--- src/hdl/ipc_pkg.sv ---
package ipc_pkg;

   // Register bus geometry
   localparam int ADDR_W = 6;
   localparam int DATA_W = 32;
   localparam int POS_W = 24;
   localparam int SEL_W = 5;
   localparam int PCT_W = 7;
   localparam int NUM_OUT = 4;
   localparam int DNUM_W = 6;

   // Register byte addresses
   localparam logic [ADDR_W-1:0] ADR_CTRL = 6'h00;
   localparam logic [ADDR_W-1:0] ADR_OSEL = 6'h04;
   localparam logic [ADDR_W-1:0] ADR_PRESET = 6'h08;
   localparam logic [ADDR_W-1:0] ADR_AREA1 = 6'h0c;
   localparam logic [ADDR_W-1:0] ADR_AREA2 = 6'h10;
   localparam logic [ADDR_W-1:0] ADR_ENCP = 6'h14;
   localparam logic [ADDR_W-1:0] ADR_CURR = 6'h18;
   localparam logic [ADDR_W-1:0] ADR_SER = 6'h1c;
   localparam logic [ADDR_W-1:0] ADR_STAT = 6'h20;

   // Field positions in the current register
   localparam int CUR_RUN_LSB = 0;
   localparam int CUR_STBY_LSB = 8;

   // Current percentages
   localparam logic [PCT_W-1:0] CUR_MIN = 7'h05;
   localparam logic [PCT_W-1:0] RUN_MAX = 7'h64;
   localparam logic [PCT_W-1:0] STBY_MAX = 7'h32;

   // Output selector codes
   localparam logic [SEL_W-1:0] SEL_AREA = 5'h05;
   localparam logic [SEL_W-1:0] SEL_TIM = 5'h06;
   localparam logic [SEL_W-1:0] SEL_READY = 5'h07;
   localparam logic [SEL_W-1:0] SEL_WARN = 5'h08;
   localparam logic [SEL_W-1:0] SEL_HOMEP = 5'h09;
   localparam logic [SEL_W-1:0] SEL_ZERO = 5'h0a;
   localparam logic [SEL_W-1:0] SEL_ROUT1 = 5'h0b;
   localparam logic [SEL_W-1:0] SEL_ROUT2 = 5'h0c;
   localparam logic [SEL_W-1:0] SEL_MISS = 5'h0d;
   localparam logic [SEL_W-1:0] SEL_HEAT = 5'h0e;
   localparam logic [SEL_W-1:0] SEL_ROUT3 = 5'h0f;
   localparam logic [SEL_W-1:0] SEL_ROUT4 = 5'h10;
   localparam logic [NUM_OUT-1:0][SEL_W-1:0] OSEL_RST = {5'h09, 5'h08, 5'h07, 5'h05};

   // Stop action codes
   localparam logic [1:0] STOP_IMM = 2'h0;
   localparam logic [1:0] STOP_DEC = 2'h1;

   // Configuration word, 16 bits
   typedef struct packed {
      logic ot_act;
      logic sensor_input_a_nc;
      logic home_sensor_input_nc;
      logic ls_nc;
      logic ot_en;
      logic awo_nc;
      logic dnum_src;
      logic hfr_src;
      logic exc_src;
      logic home_sel;
      logic con_inv;
      logic stop_nc;
      logic [1:0] stop_act;
      logic stop_en;
      logic start_src;
   } ipc_ctrl_type;
   localparam logic [15:0] CTRL_RST = 16'h0b97;

   // Serial command word, 16 bits
   typedef struct packed {
      logic [NUM_OUT-1:0] rout;
      logic [DNUM_W-1:0] dnum;
      logic reverse_request;
      logic forward_request;
      logic home;
      logic con;
      logic stop;
      logic start;
   } ipc_ser_type;

   // Discrete input pins
   typedef struct packed {
      logic start;
      logic stop;
      logic con;
      logic home;
      logic forward_request;
      logic reverse_request;
      logic [DNUM_W-1:0] dnum;
      logic current_off_input;
      logic ls_p;
      logic ls_n;
      logic home_sensor_input;
      logic sensor_input_a;
   } ipc_pin_type;

   // Status sources for the general outputs
   typedef struct packed {
      logic tim;
      logic ready;
      logic warn;
      logic homep;
      logic zero;
      logic miss;
      logic heat;
   } ipc_src_type;

   // Resolved commands toward the motion core, 22 bits
   typedef struct packed {
      logic start;
      logic stop;
      logic [1:0] stop_act;
      logic excite;
      logic home;
      logic preset;
      logic forward_request;
      logic reverse_request;
      logic [DNUM_W-1:0] dnum;
      logic current_off_input;
      logic ls_p;
      logic ls_n;
      logic home_sensor_input;
      logic sensor_input_a;
      logic ot;
      logic ot_act;
   } ipc_cmd_type;

endpackage

--- src/hdl/ipc_io_config.sv ---
`timescale 1ns/1ps
`default_nettype none

// How it works
// - Start from serial at 0, pins at 1
// - Stop pin enable; serial stop always works
// - Two-bit stop action, decelerate by default
// - Stop pin polarity, normally closed default
// - Serial excitation polarity, zero means energise-off
// - Power-on excitation follows polarity setting
// - Four outputs, own selector each
// - Selector code to status function decode
// - Home pin is home or preset
// - Excitation from pin or serial link
// - Home, forward, reverse source select
// - Data number bits source select
// - Current-off input polarity, normally open default
// - Limit, home, sensor_input_a sensor polarities
// - Overtravel enable; limits always during homing
// - Overtravel stop immediate or decelerated
// - Signed 24-bit preset position held
// - In-area output between two bounds
// - Encoder preset held, used with encoder
// - Operating current 5 to 100 percent
// - Standstill current 5 to 50 percent
// - Link writes touch working copy only
module ipc_io_config
   import ipc_pkg::*;
(
   input wire logic i_clk_sys,
   input wire logic i_srst,
   input wire logic [ADDR_W-1:0] i_addr,
   input wire logic [DATA_W-1:0] i_wdata,
   input wire logic i_wr,
   input wire logic i_rd,
   input wire ipc_pin_type i_pin,
   input wire ipc_src_type i_src,
   input wire logic i_homing,
   input wire logic i_enc_fitted,
   input wire logic [POS_W-1:0] i_motor_pos,
   output logic [DATA_W-1:0] o_rdata,
   output ipc_cmd_type o_cmd,
   output logic [NUM_OUT-1:0] o_gen_out,
   output logic o_in_area,
   output logic [POS_W-1:0] o_preset_pos,
   output logic [POS_W-1:0] o_enc_preset,
   output logic o_enc_preset_vld,
   output logic [PCT_W-1:0] o_run_pct,
   output logic [PCT_W-1:0] o_stby_pct
);

   // Working copies of the parameters
   ipc_ctrl_type ctrl_r;
   logic [NUM_OUT-1:0][SEL_W-1:0] osel_r;
   logic [POS_W-1:0] preset_r;
   logic [POS_W-1:0] area1_r;
   logic [POS_W-1:0] area2_r;
   logic [POS_W-1:0] encp_r;
   logic [PCT_W-1:0] run_r;
   logic [PCT_W-1:0] stby_r;
   ipc_ser_type ser_r;

   // Output stage
   ipc_cmd_type cmd_r;
   ipc_cmd_type cmd_nxt;
   logic [NUM_OUT-1:0] gen_r;
   logic [NUM_OUT-1:0] gen_nxt;
   logic area_r;
   logic area_nxt;
   logic [DATA_W-1:0] rdata_r;
   logic [DATA_W-1:0] rdata_nxt;

   // Write decode
   wire logic wr_ctrl = i_wr && (i_addr == ADR_CTRL);
   wire logic wr_osel = i_wr && (i_addr == ADR_OSEL);
   wire logic wr_preset = i_wr && (i_addr == ADR_PRESET);
   wire logic wr_area1 = i_wr && (i_addr == ADR_AREA1);
   wire logic wr_area2 = i_wr && (i_addr == ADR_AREA2);
   wire logic wr_encp = i_wr && (i_addr == ADR_ENCP);
   wire logic wr_curr = i_wr && (i_addr == ADR_CURR);
   wire logic wr_ser = i_wr && (i_addr == ADR_SER);

   // Requested current values before clamping
   wire logic [PCT_W-1:0] run_req = i_wdata[CUR_RUN_LSB +: PCT_W];
   wire logic [PCT_W-1:0] stby_req = i_wdata[CUR_STBY_LSB +: PCT_W];

   // Clamp into the legal percentage windows
   wire logic [PCT_W-1:0] run_clip = (run_req < CUR_MIN) ? CUR_MIN :
                                     (run_req > RUN_MAX) ? RUN_MAX : run_req;
   wire logic [PCT_W-1:0] stby_clip = (stby_req < CUR_MIN) ? CUR_MIN :
                                      (stby_req > STBY_MAX) ? STBY_MAX : stby_req;

   // Parameter registers, working copy only
   always_ff @(posedge i_clk_sys) begin
      if (i_srst) begin
         ctrl_r <= ipc_ctrl_type'(CTRL_RST);
         osel_r <= OSEL_RST;
         preset_r <= '0;
         area1_r <= '0;
         area2_r <= '0;
         encp_r <= '0;
         run_r <= RUN_MAX;
         stby_r <= STBY_MAX;
      end else begin
         // Bus writes land in volatile storage only
         if (wr_ctrl) begin
            ctrl_r <= ipc_ctrl_type'(i_wdata[15:0]);
         end
         if (wr_osel) begin
            osel_r <= i_wdata[NUM_OUT*SEL_W-1:0];
         end
         if (wr_preset) begin
            preset_r <= i_wdata[POS_W-1:0];
         end
         if (wr_area1) begin
            area1_r <= i_wdata[POS_W-1:0];
         end
         if (wr_area2) begin
            area2_r <= i_wdata[POS_W-1:0];
         end
         if (wr_encp) begin
            encp_r <= i_wdata[POS_W-1:0];
         end
         if (wr_curr) begin
            run_r <= run_clip;
            stby_r <= stby_clip;
         end
      end
   end

   // Serial command word; cleared at power-on
   always_ff @(posedge i_clk_sys) begin
      if (i_srst) begin
         ser_r <= '0;
      end else if (wr_ser) begin
         ser_r <= ipc_ser_type'(i_wdata[15:0]);
      end
   end

   // Source selection between pins and the link
   wire logic start_sel = ctrl_r.start_src ? i_pin.start : ser_r.start;
   wire logic hfr_home = ctrl_r.hfr_src ? i_pin.home : ser_r.home;
   wire logic hfr_fwd = ctrl_r.hfr_src ? i_pin.forward_request : ser_r.forward_request;
   wire logic hfr_rvs = ctrl_r.hfr_src ? i_pin.reverse_request : ser_r.reverse_request;
   wire logic [DNUM_W-1:0] dnum_sel = ctrl_r.dnum_src ? i_pin.dnum : ser_r.dnum;

   // Stop: pin gated by its enable, link stop always honoured
   wire logic stop_pin_act = i_pin.stop ^ ctrl_r.stop_nc;
   wire logic stop_sel = (ctrl_r.stop_en && stop_pin_act) || ser_r.stop;

   // Excitation: link bit passes through the polarity setting
   wire logic con_ser = ser_r.con ^ ctrl_r.con_inv;
   wire logic excite_sel = ctrl_r.exc_src ? i_pin.con : con_ser;

   // Sensor inputs normalised to active high
   wire logic awo_act = i_pin.current_off_input ^ ctrl_r.awo_nc;
   wire logic ls_p_act = i_pin.ls_p ^ ctrl_r.ls_nc;
   wire logic ls_n_act = i_pin.ls_n ^ ctrl_r.ls_nc;
   wire logic home_sensor_input_act = i_pin.home_sensor_input ^ ctrl_r.home_sensor_input_nc;
   wire logic sensor_input_a_act = i_pin.sensor_input_a ^ ctrl_r.sensor_input_a_nc;

   // Limits count while enabled or while homing
   wire logic ot_arm = ctrl_r.ot_en || i_homing;
   wire logic ot_hit = ot_arm && (ls_p_act || ls_n_act);

   // Assemble the command word
   always_comb begin
      cmd_nxt = '0;
      cmd_nxt.start = start_sel;
      cmd_nxt.stop = stop_sel;
      cmd_nxt.stop_act = ctrl_r.stop_act;
      cmd_nxt.excite = excite_sel;
      // Shared pin: home request or preset request
      cmd_nxt.home = hfr_home && !ctrl_r.home_sel;
      cmd_nxt.preset = hfr_home && ctrl_r.home_sel;
      cmd_nxt.forward_request = hfr_fwd;
      cmd_nxt.reverse_request = hfr_rvs;
      cmd_nxt.dnum = dnum_sel;
      cmd_nxt.current_off_input = awo_act;
      cmd_nxt.ls_p = ls_p_act;
      cmd_nxt.ls_n = ls_n_act;
      cmd_nxt.home_sensor_input = home_sensor_input_act;
      cmd_nxt.sensor_input_a = sensor_input_a_act;
      cmd_nxt.ot = ot_hit;
      cmd_nxt.ot_act = ctrl_r.ot_act;
   end

   // Area bounds ordered so either register may hold the larger
   wire logic a1_big = $signed(area1_r) > $signed(area2_r);
   wire logic [POS_W-1:0] area_lo = a1_big ? area2_r : area1_r;
   wire logic [POS_W-1:0] area_hi = a1_big ? area1_r : area2_r;

   // Inclusive signed window compare
   assign area_nxt = ($signed(i_motor_pos) >= $signed(area_lo)) &&
                     ($signed(i_motor_pos) <= $signed(area_hi));

   // Function vector indexed by selector code
   logic [31:0] fn_vec;
   always_comb begin
      fn_vec = '0;
      fn_vec[SEL_AREA] = area_r;
      fn_vec[SEL_TIM] = i_src.tim;
      fn_vec[SEL_READY] = i_src.ready;
      fn_vec[SEL_WARN] = i_src.warn;
      fn_vec[SEL_HOMEP] = i_src.homep;
      // Encoder-based signals only with an encoder fitted
      fn_vec[SEL_ZERO] = i_src.zero && i_enc_fitted;
      fn_vec[SEL_ROUT1] = ser_r.rout[0];
      fn_vec[SEL_ROUT2] = ser_r.rout[1];
      fn_vec[SEL_MISS] = i_src.miss && i_enc_fitted;
      fn_vec[SEL_HEAT] = i_src.heat;
      fn_vec[SEL_ROUT3] = ser_r.rout[2];
      fn_vec[SEL_ROUT4] = ser_r.rout[3];
   end

   // One selector per general output
   genvar g;
   generate
      for (g = 0; g < NUM_OUT; g++) begin : g_out
         assign gen_nxt[g] = fn_vec[osel_r[g]];
      end
   endgenerate

   // Status word for software
   wire logic [DATA_W-1:0] stat_word = {5'h00, area_r, gen_r, cmd_r};

   // Read mux; unmapped addresses read zero
   always_comb begin
      unique case (i_addr)
         ADR_CTRL: rdata_nxt = {16'h0000, ctrl_r};
         ADR_OSEL: rdata_nxt = {12'h000, osel_r};
         ADR_PRESET: rdata_nxt = {{8{preset_r[POS_W-1]}}, preset_r};
         ADR_AREA1: rdata_nxt = {{8{area1_r[POS_W-1]}}, area1_r};
         ADR_AREA2: rdata_nxt = {{8{area2_r[POS_W-1]}}, area2_r};
         ADR_ENCP: rdata_nxt = {{8{encp_r[POS_W-1]}}, encp_r};
         ADR_CURR: rdata_nxt = {17'h00000, stby_r, 1'b0, run_r};
         ADR_SER: rdata_nxt = {16'h0000, ser_r};
         ADR_STAT: rdata_nxt = stat_word;
         default: rdata_nxt = '0;
      endcase
   end

   // Registered outputs
   always_ff @(posedge i_clk_sys) begin
      if (i_srst) begin
         cmd_r <= '0;
         gen_r <= '0;
         area_r <= 1'b0;
         rdata_r <= '0;
      end else begin
         cmd_r <= cmd_nxt;
         gen_r <= gen_nxt;
         area_r <= area_nxt;
         // Read data only in the cycle after the strobe
         rdata_r <= i_rd ? rdata_nxt : '0;
      end
   end

   assign o_rdata = rdata_r;
   assign o_cmd = cmd_r;
   assign o_gen_out = gen_r;
   assign o_in_area = area_r;
   assign o_preset_pos = preset_r;
   assign o_enc_preset = encp_r;
   assign o_run_pct = run_r;
   assign o_stby_pct = stby_r;

   // Encoder preset flagged usable only with an encoder
   logic encv_r;
   always_ff @(posedge i_clk_sys) begin
      if (i_srst) begin
         encv_r <= 1'b0;
      end else begin
         encv_r <= i_enc_fitted;
      end
   end
   assign o_enc_preset_vld = encv_r;
endmodule

`default_nettype wire

--- config.mk ---
export PLATFORM = sky130hd
export DESIGN_NAME = ipc_io_config
export DESIGN_NICKNAME = d
export VERILOG_FILES = /design/src/hdl/ipc_pkg.sv /design/src/hdl/ipc_io_config.sv
export SDC_FILE = /design/constraint.sdc
export NUM_CORES = 1
export LEC_CHECK = 0
export ABC_AREA = 1
export BUFFER_PORTS_ARGS = -buffer_cell sky130_fd_sc_hd__buf_4
export CAP_MARGIN = 15
export CELL_PAD_IN_SITES_DETAIL_PLACEMENT = 1
export CELL_PAD_IN_SITES_GLOBAL_PLACEMENT = 2
export CORE_AREA = 2 2 204 206
export CTS_BUF_LIST = sky130_fd_sc_hd__clkbuf_8
export DETAILED_ROUTE_END_ITERATION = 16
export DIE_AREA = 0 0 206 208
export GPL_ROUTABILITY_DRIVEN = 0
export PLACE_DENSITY_LB_ADDON = 0.1
export SYNTH_ARGS = -nofsm -noshare
export SYNTH_HDL_FRONTEND = slang
export SYNTH_SLANG_ARGS = --single-unit
--- constraint.sdc ---
create_clock -name i_clk_sys -period 2.8 [get_ports i_clk_sys]
set_input_delay 0.7 -clock i_clk_sys [delete_from_list [all_inputs] [get_ports i_clk_sys]]
set_output_delay 0.7 -clock i_clk_sys [all_outputs]
set_load 0.005 [all_outputs]
Yosys cells after proc, flatten, opt, wreduce, memory -nomap -nowiden. Cells that the tools add are included.

Register bits: 222. Output and inout bits: 122.

$lt $le $gt $ge: 11. Eq/ne operators: 8. Mux-type cells: 21. Bitwise logic cells: 8. Reduce and logical (&&, ||, !) cells: 21.

Operator list (number): 32-bit case mux with 9 select lines (1); 24-bit 2-to-1 mux (2); 7-bit 2-to-1 mux (4); 6-bit by 5-bit == test with 1-bit output, second input constant (4); 24-bit greater-or-equal comparator (1); 24-bit > comparator (1); 24-bit <= comparator (1); 5-bit by 6-bit less-than comparator with 1-bit output, second input constant (4); 1-bit binary-select mux with 5-bit select (4); 1-bit logical AND (15); 7-bit by 3-bit less-than comparator with 1-bit output, second input constant (2); 6-bit by 4-bit == test with 1-bit output, second input constant (2); 1-bit 2-to-1 mux (9); 7-bit by 6-bit > comparator with 1-bit output, second input constant (1); 7-bit > comparator, second input constant (1); 1-bit XOR (7); 6-bit by 3-bit == test with 1-bit output, second input constant (1); 6-bit == test, second input constant (1); 6-bit logical NOT (1); 6-bit 2-to-1 mux (1); 1-bit logical OR (3); 2-bit OR reduction (1); 1-bit logical NOT (1); 1-bit NOT (1).

Logic depth before layout (Yosys ltp).
Depth in word-level cells: 4. Mapped depth: 30. Depth with buffers taken out: 29.

Least setup slack after synthesis. No wires, ideal clock.

Kind: register to register. Start: register area2_r[23]. End: register area_r, in the netlist o_in_area. Library setup time: 0.064 ns. Data arrival time: 2.713 ns. Path slack: 0.023 ns. Cell stages (with the launch flop): 24. Buffers on the path: 2. Cell sequence: dfxtp_1 > inv_1 > ha_1 > a21oi_1 > o21ai_0 > a21oi_1 > nand3_1 > nand2_1 > nand3_2 > buf_4 > buf_6 > nand2_1 > nand2_1 > ha_1 > nand4_1 > inv_1 > nand2_1 > nor2_1 > nand2_1 > nand3_1 > nand2_1 > nand3_1 > nand2_1 > nor2_1.

Word-level cells in the longest chain between the ends: 4. Elaborated cells between the ends (all ways): 6.

RTL lines: from (decl) (line ipc_io_config.sv:57) `logic [POS_W-1:0] area2_r;`; from (signal assigned) (line ipc_io_config.sv:119) `area2_r <= i_wdata[POS_W-1:0];`; 24-bit > comparator (line ipc_io_config.sv:189) `wire logic a1_big = $signed(area1_r) > $signed(area2_r);`; 24-bit 2-to-1 mux (on tied branches) (line ipc_io_config.sv:190, ipc_io_config.sv:191); 24-bit greater-or-equal comparator / 24-bit <= comparator (equally long branches) (line ipc_io_config.sv:194, ipc_io_config.sv:195); 1-bit logical AND * (line ipc_io_config.sv:194) `assign area_nxt = ($signed(i_motor_pos) >= $signed(area_lo)) &&`; to (signal assigned) (line ipc_io_config.sv:253) `area_r <= area_nxt;`; to (decl) (line ipc_io_config.sv:68) `logic area_r;`.

Mark *: on every way between the ends. The rest lies on a longest branch, timed or not. A chain may end at the register's enable or synchronous reset.

Worst setup path in the final report.
Start: register area2_r[21]. End: register area_r, in the netlist o_in_area.

Same word-level chain as after synthesis.

==> metrics.cfg <==
[status]
status = finished, violations left
violations = negative setup slack

[drt]
wl_per_cell_um = 20.8
via_count = 12100
drc = 0
routed_wirelength_mm = 50.6
vias_per_cell = 4.97
antenna_left = 0
dr.pass1.iters = 5
drtIter0Drc = 560

[yosys]
synth_fp_nets = 1755
synth_edf_count = 0
ys_seq_elements = 218
postSynthAreaPerCell_um2 = 7.33
synth-async-reset-ratio_pct = 0
synth_flop_cell = dfxtp_1
postSynthCellCount = 1591
yosysWarnings = 0
synth_area_leader_cell = dfxtp_1
ys_seq_area_share_pct = 37.4
synthTopCellsByArea = dfxtp_1 37%, a21oi_1 9.6%, nand2_1 9.4%
syn_area_um2 = 11700
yosysTopAreaCellShare_pct = 37.4
yosysUniqueCellTypes = 48

[power_and_ir_drop]
combinationalPowerShare_pct = 24.2
p_sw_share_pct = 31.1
ir_drop_v = 0.000254
switching_power_w = 0.00256
clock_power_share_pct = 36.9
power.leakage_nw = 7.18
p_seq_share_pct = 38.9
intPower_w = 0.00568
p_per_area_nw_per_um2 = 521

[clock_network]
path_clk_slew_ps = 60
cts_buffer_depth = 3
cts_tree = done
root_buffer = clkbuf_8
cts_buffers = 41
clock_sinks = 218
clk-insertion-delay-late_ps = 570
h-tree-depth = 2
cts_hold_buf = 0

[setup_path]
crit_required_ps = 3260
start_kind = flip-flop
path_class = reg2reg
endpoint_kind = flip-flop
arrival_ps = 3630
crit_fanout = 9

[layout]
layout_common_cells = 312 x buf_4, 253 x nand2_1, 213 x a21oi_1
final_common_cell = buf_4
nFillCells = 5008
antenna-diode-count = 0
layout-drive-gt1-share_pct = 28.4
finish.utilization_pct = 39.0
fin_nets = 2040
syn_to_final_growth_pct = 35.7

[floorplan]
dieArea_um2 = 42800
die_h_um = 208
die_w_um = 206
coreArea_um2 = 40600
ios = 214
start_util_pct = 28.8
rows = 74

[global_routing]
grt_max_degree = 152
antenna_found_initial = 0
grt-ovfl-total = 0
grt_pass1_wl_mm = 75.1
grtUsageTotal_pct = 23.1
grt_pass1_vias = 12200

[sta]
tightest_slew_ps = 832
rsz0062_at_grt = true
hold_viol = 0
report.final.setup_viol = 1
drv_slew = 0
fin_crit_sh_pct = 113
setup_slack_ps = -372
skew_ps = 15.3
slew_headroom_pct = 44.5
final.setup.tns_ps = -372
fmax_ghz = 0.315
min_period_ps = 3170

[hold_path]
hp-class = in2reg

[place]
dp_hpwl_mm = 38.3
io_buffers = 205

[job]
maxCapViolations = 0

[metrics by stage]
stage,cells,cell area [µm²],setup slack (ps),hold WS (ps),total power [W]
floorplan,1591,11700,23.2,410,0.00423
global placement,2352,14200,-402,451,0.00480
detailed placement,2352,14200,-437,448,0.00485
CTS,2429,15300,-416,335,0.00805
global route,2434,15800,-632,348,0.00873
finish,2434,15800,-372,365,0.00824
[state kept, by name, indices dropped and copies added (netlist names), 7 cells and up]
| signal | cells |
|---|---|
| area2_r | 24 |
| o_run_pct | 7 |
| o_stby_pct | 7 |
| o_rdata | 28 |
| o_preset_pos | 24 |
| area1_r | 24 |
| ctrl_r | 13 |
| ser_r | 12 |
| osel_r | 20 |
| o_cmd | 22 |
| o_enc_preset | 24 |
[layer usage]
metal  vias up  wire length (µm)  GRT usage, %
met3        61              1750          2.77
met2       229             24400          39.1
met4         0              1280          6.60
li1       5951                 -             -
met1      5861             23100          30.7
met5         -                 0             0
[Yosys cell counts, drive strengths merged (8+ instances only)]
| cell type | n |
|---|---|
| a21oi | 228 |
| a22oi | 13 |
| a31oi | 14 |
| buf | 57 |
| clkbuf | 25 |
| dfxtp | 218 |
| ha | 72 |
| inv | 173 |
| nand2 | 301 |
| nand3 | 73 |
| nand4 | 19 |
| nor2 | 122 |
| nor3 | 8 |
| o211ai | 10 |
| o21ai | 206 |
| o22ai | 16 |
[power by group through the flow]
| stage | combinational [W] | clock [W] | sequential [W] |
|---|---|---|---|
| CTS | 0.00171 | 0.00313 | 0.00320 |
| global route | 0.00225 | 0.00328 | 0.00320 |
| finish | 0.00200 | 0.00304 | 0.00320 |
| floorplan | 0.000990 | 0 | 0.00324 |
| global placement | 0.00153 | 0 | 0.00327 |
| detailed placement | 0.00159 | 0 | 0.00327 |
[timing repair]
item,in CTS,in global routing
setup endpoints to repair,1,1
pin swaps,24,48
buffers inserted,6,3
gates resized for setup,38,95
cloned,2,2
[final cells by class]
type                            count  area, µm²  share of cell area (%)
Clock buffer                       52        716                    4.52
Clock inverter                     17       67.6                   0.427
Inverter                          175        666                    4.21
Multi-Input combinational cell   1116       6730                    42.5
Sequential cell                   218       4380                    27.7
Tap cell                          532        666                    4.21
Timing Repair Buffer              324       2600                    16.4
[worst paths after layout]
check                                  from         to  slack, ps  cells after the start
worst max-delay path            area2_r[21]  o_in_area       -370                     23
worst min-delay path               i_pin[6]   o_cmd[8]        370                      3
worst max register to register  area2_r[21]  o_in_area       -370                     23
worst min register to register   cmd_nxt[0]   o_cmd[0]        460                      2
[kinds of logic after synthesis]
family / share of synthesized area [%]
flops: 37.4
compound gates: 24.0
simple gates: 20.3
xor+xnor: 0.526
fa+ha+maj: 7.72
buf+inv: 10.0
[worst max-delay path: stages (launching register included)]
cell,delay [ps]
dfxtp_1,310
inv_1,70
ha_4,270
nand2_1,60
nor2_2,160
nand2_2,110
nor2_2,130
nand2_2,80
nand4_1,120
nand3_4,220
buf_12,210
buf_16,130
nand2_2,50
nand2_2,70
ha_4,280
nand2_2,60
nor2_4,130
nand2_4,80
nor3_2,130
nand2_2,80
nand4_1,70
nand2_1,60
nor2_2,110
nor2_1,50
(Power assumes the default switching activity.)
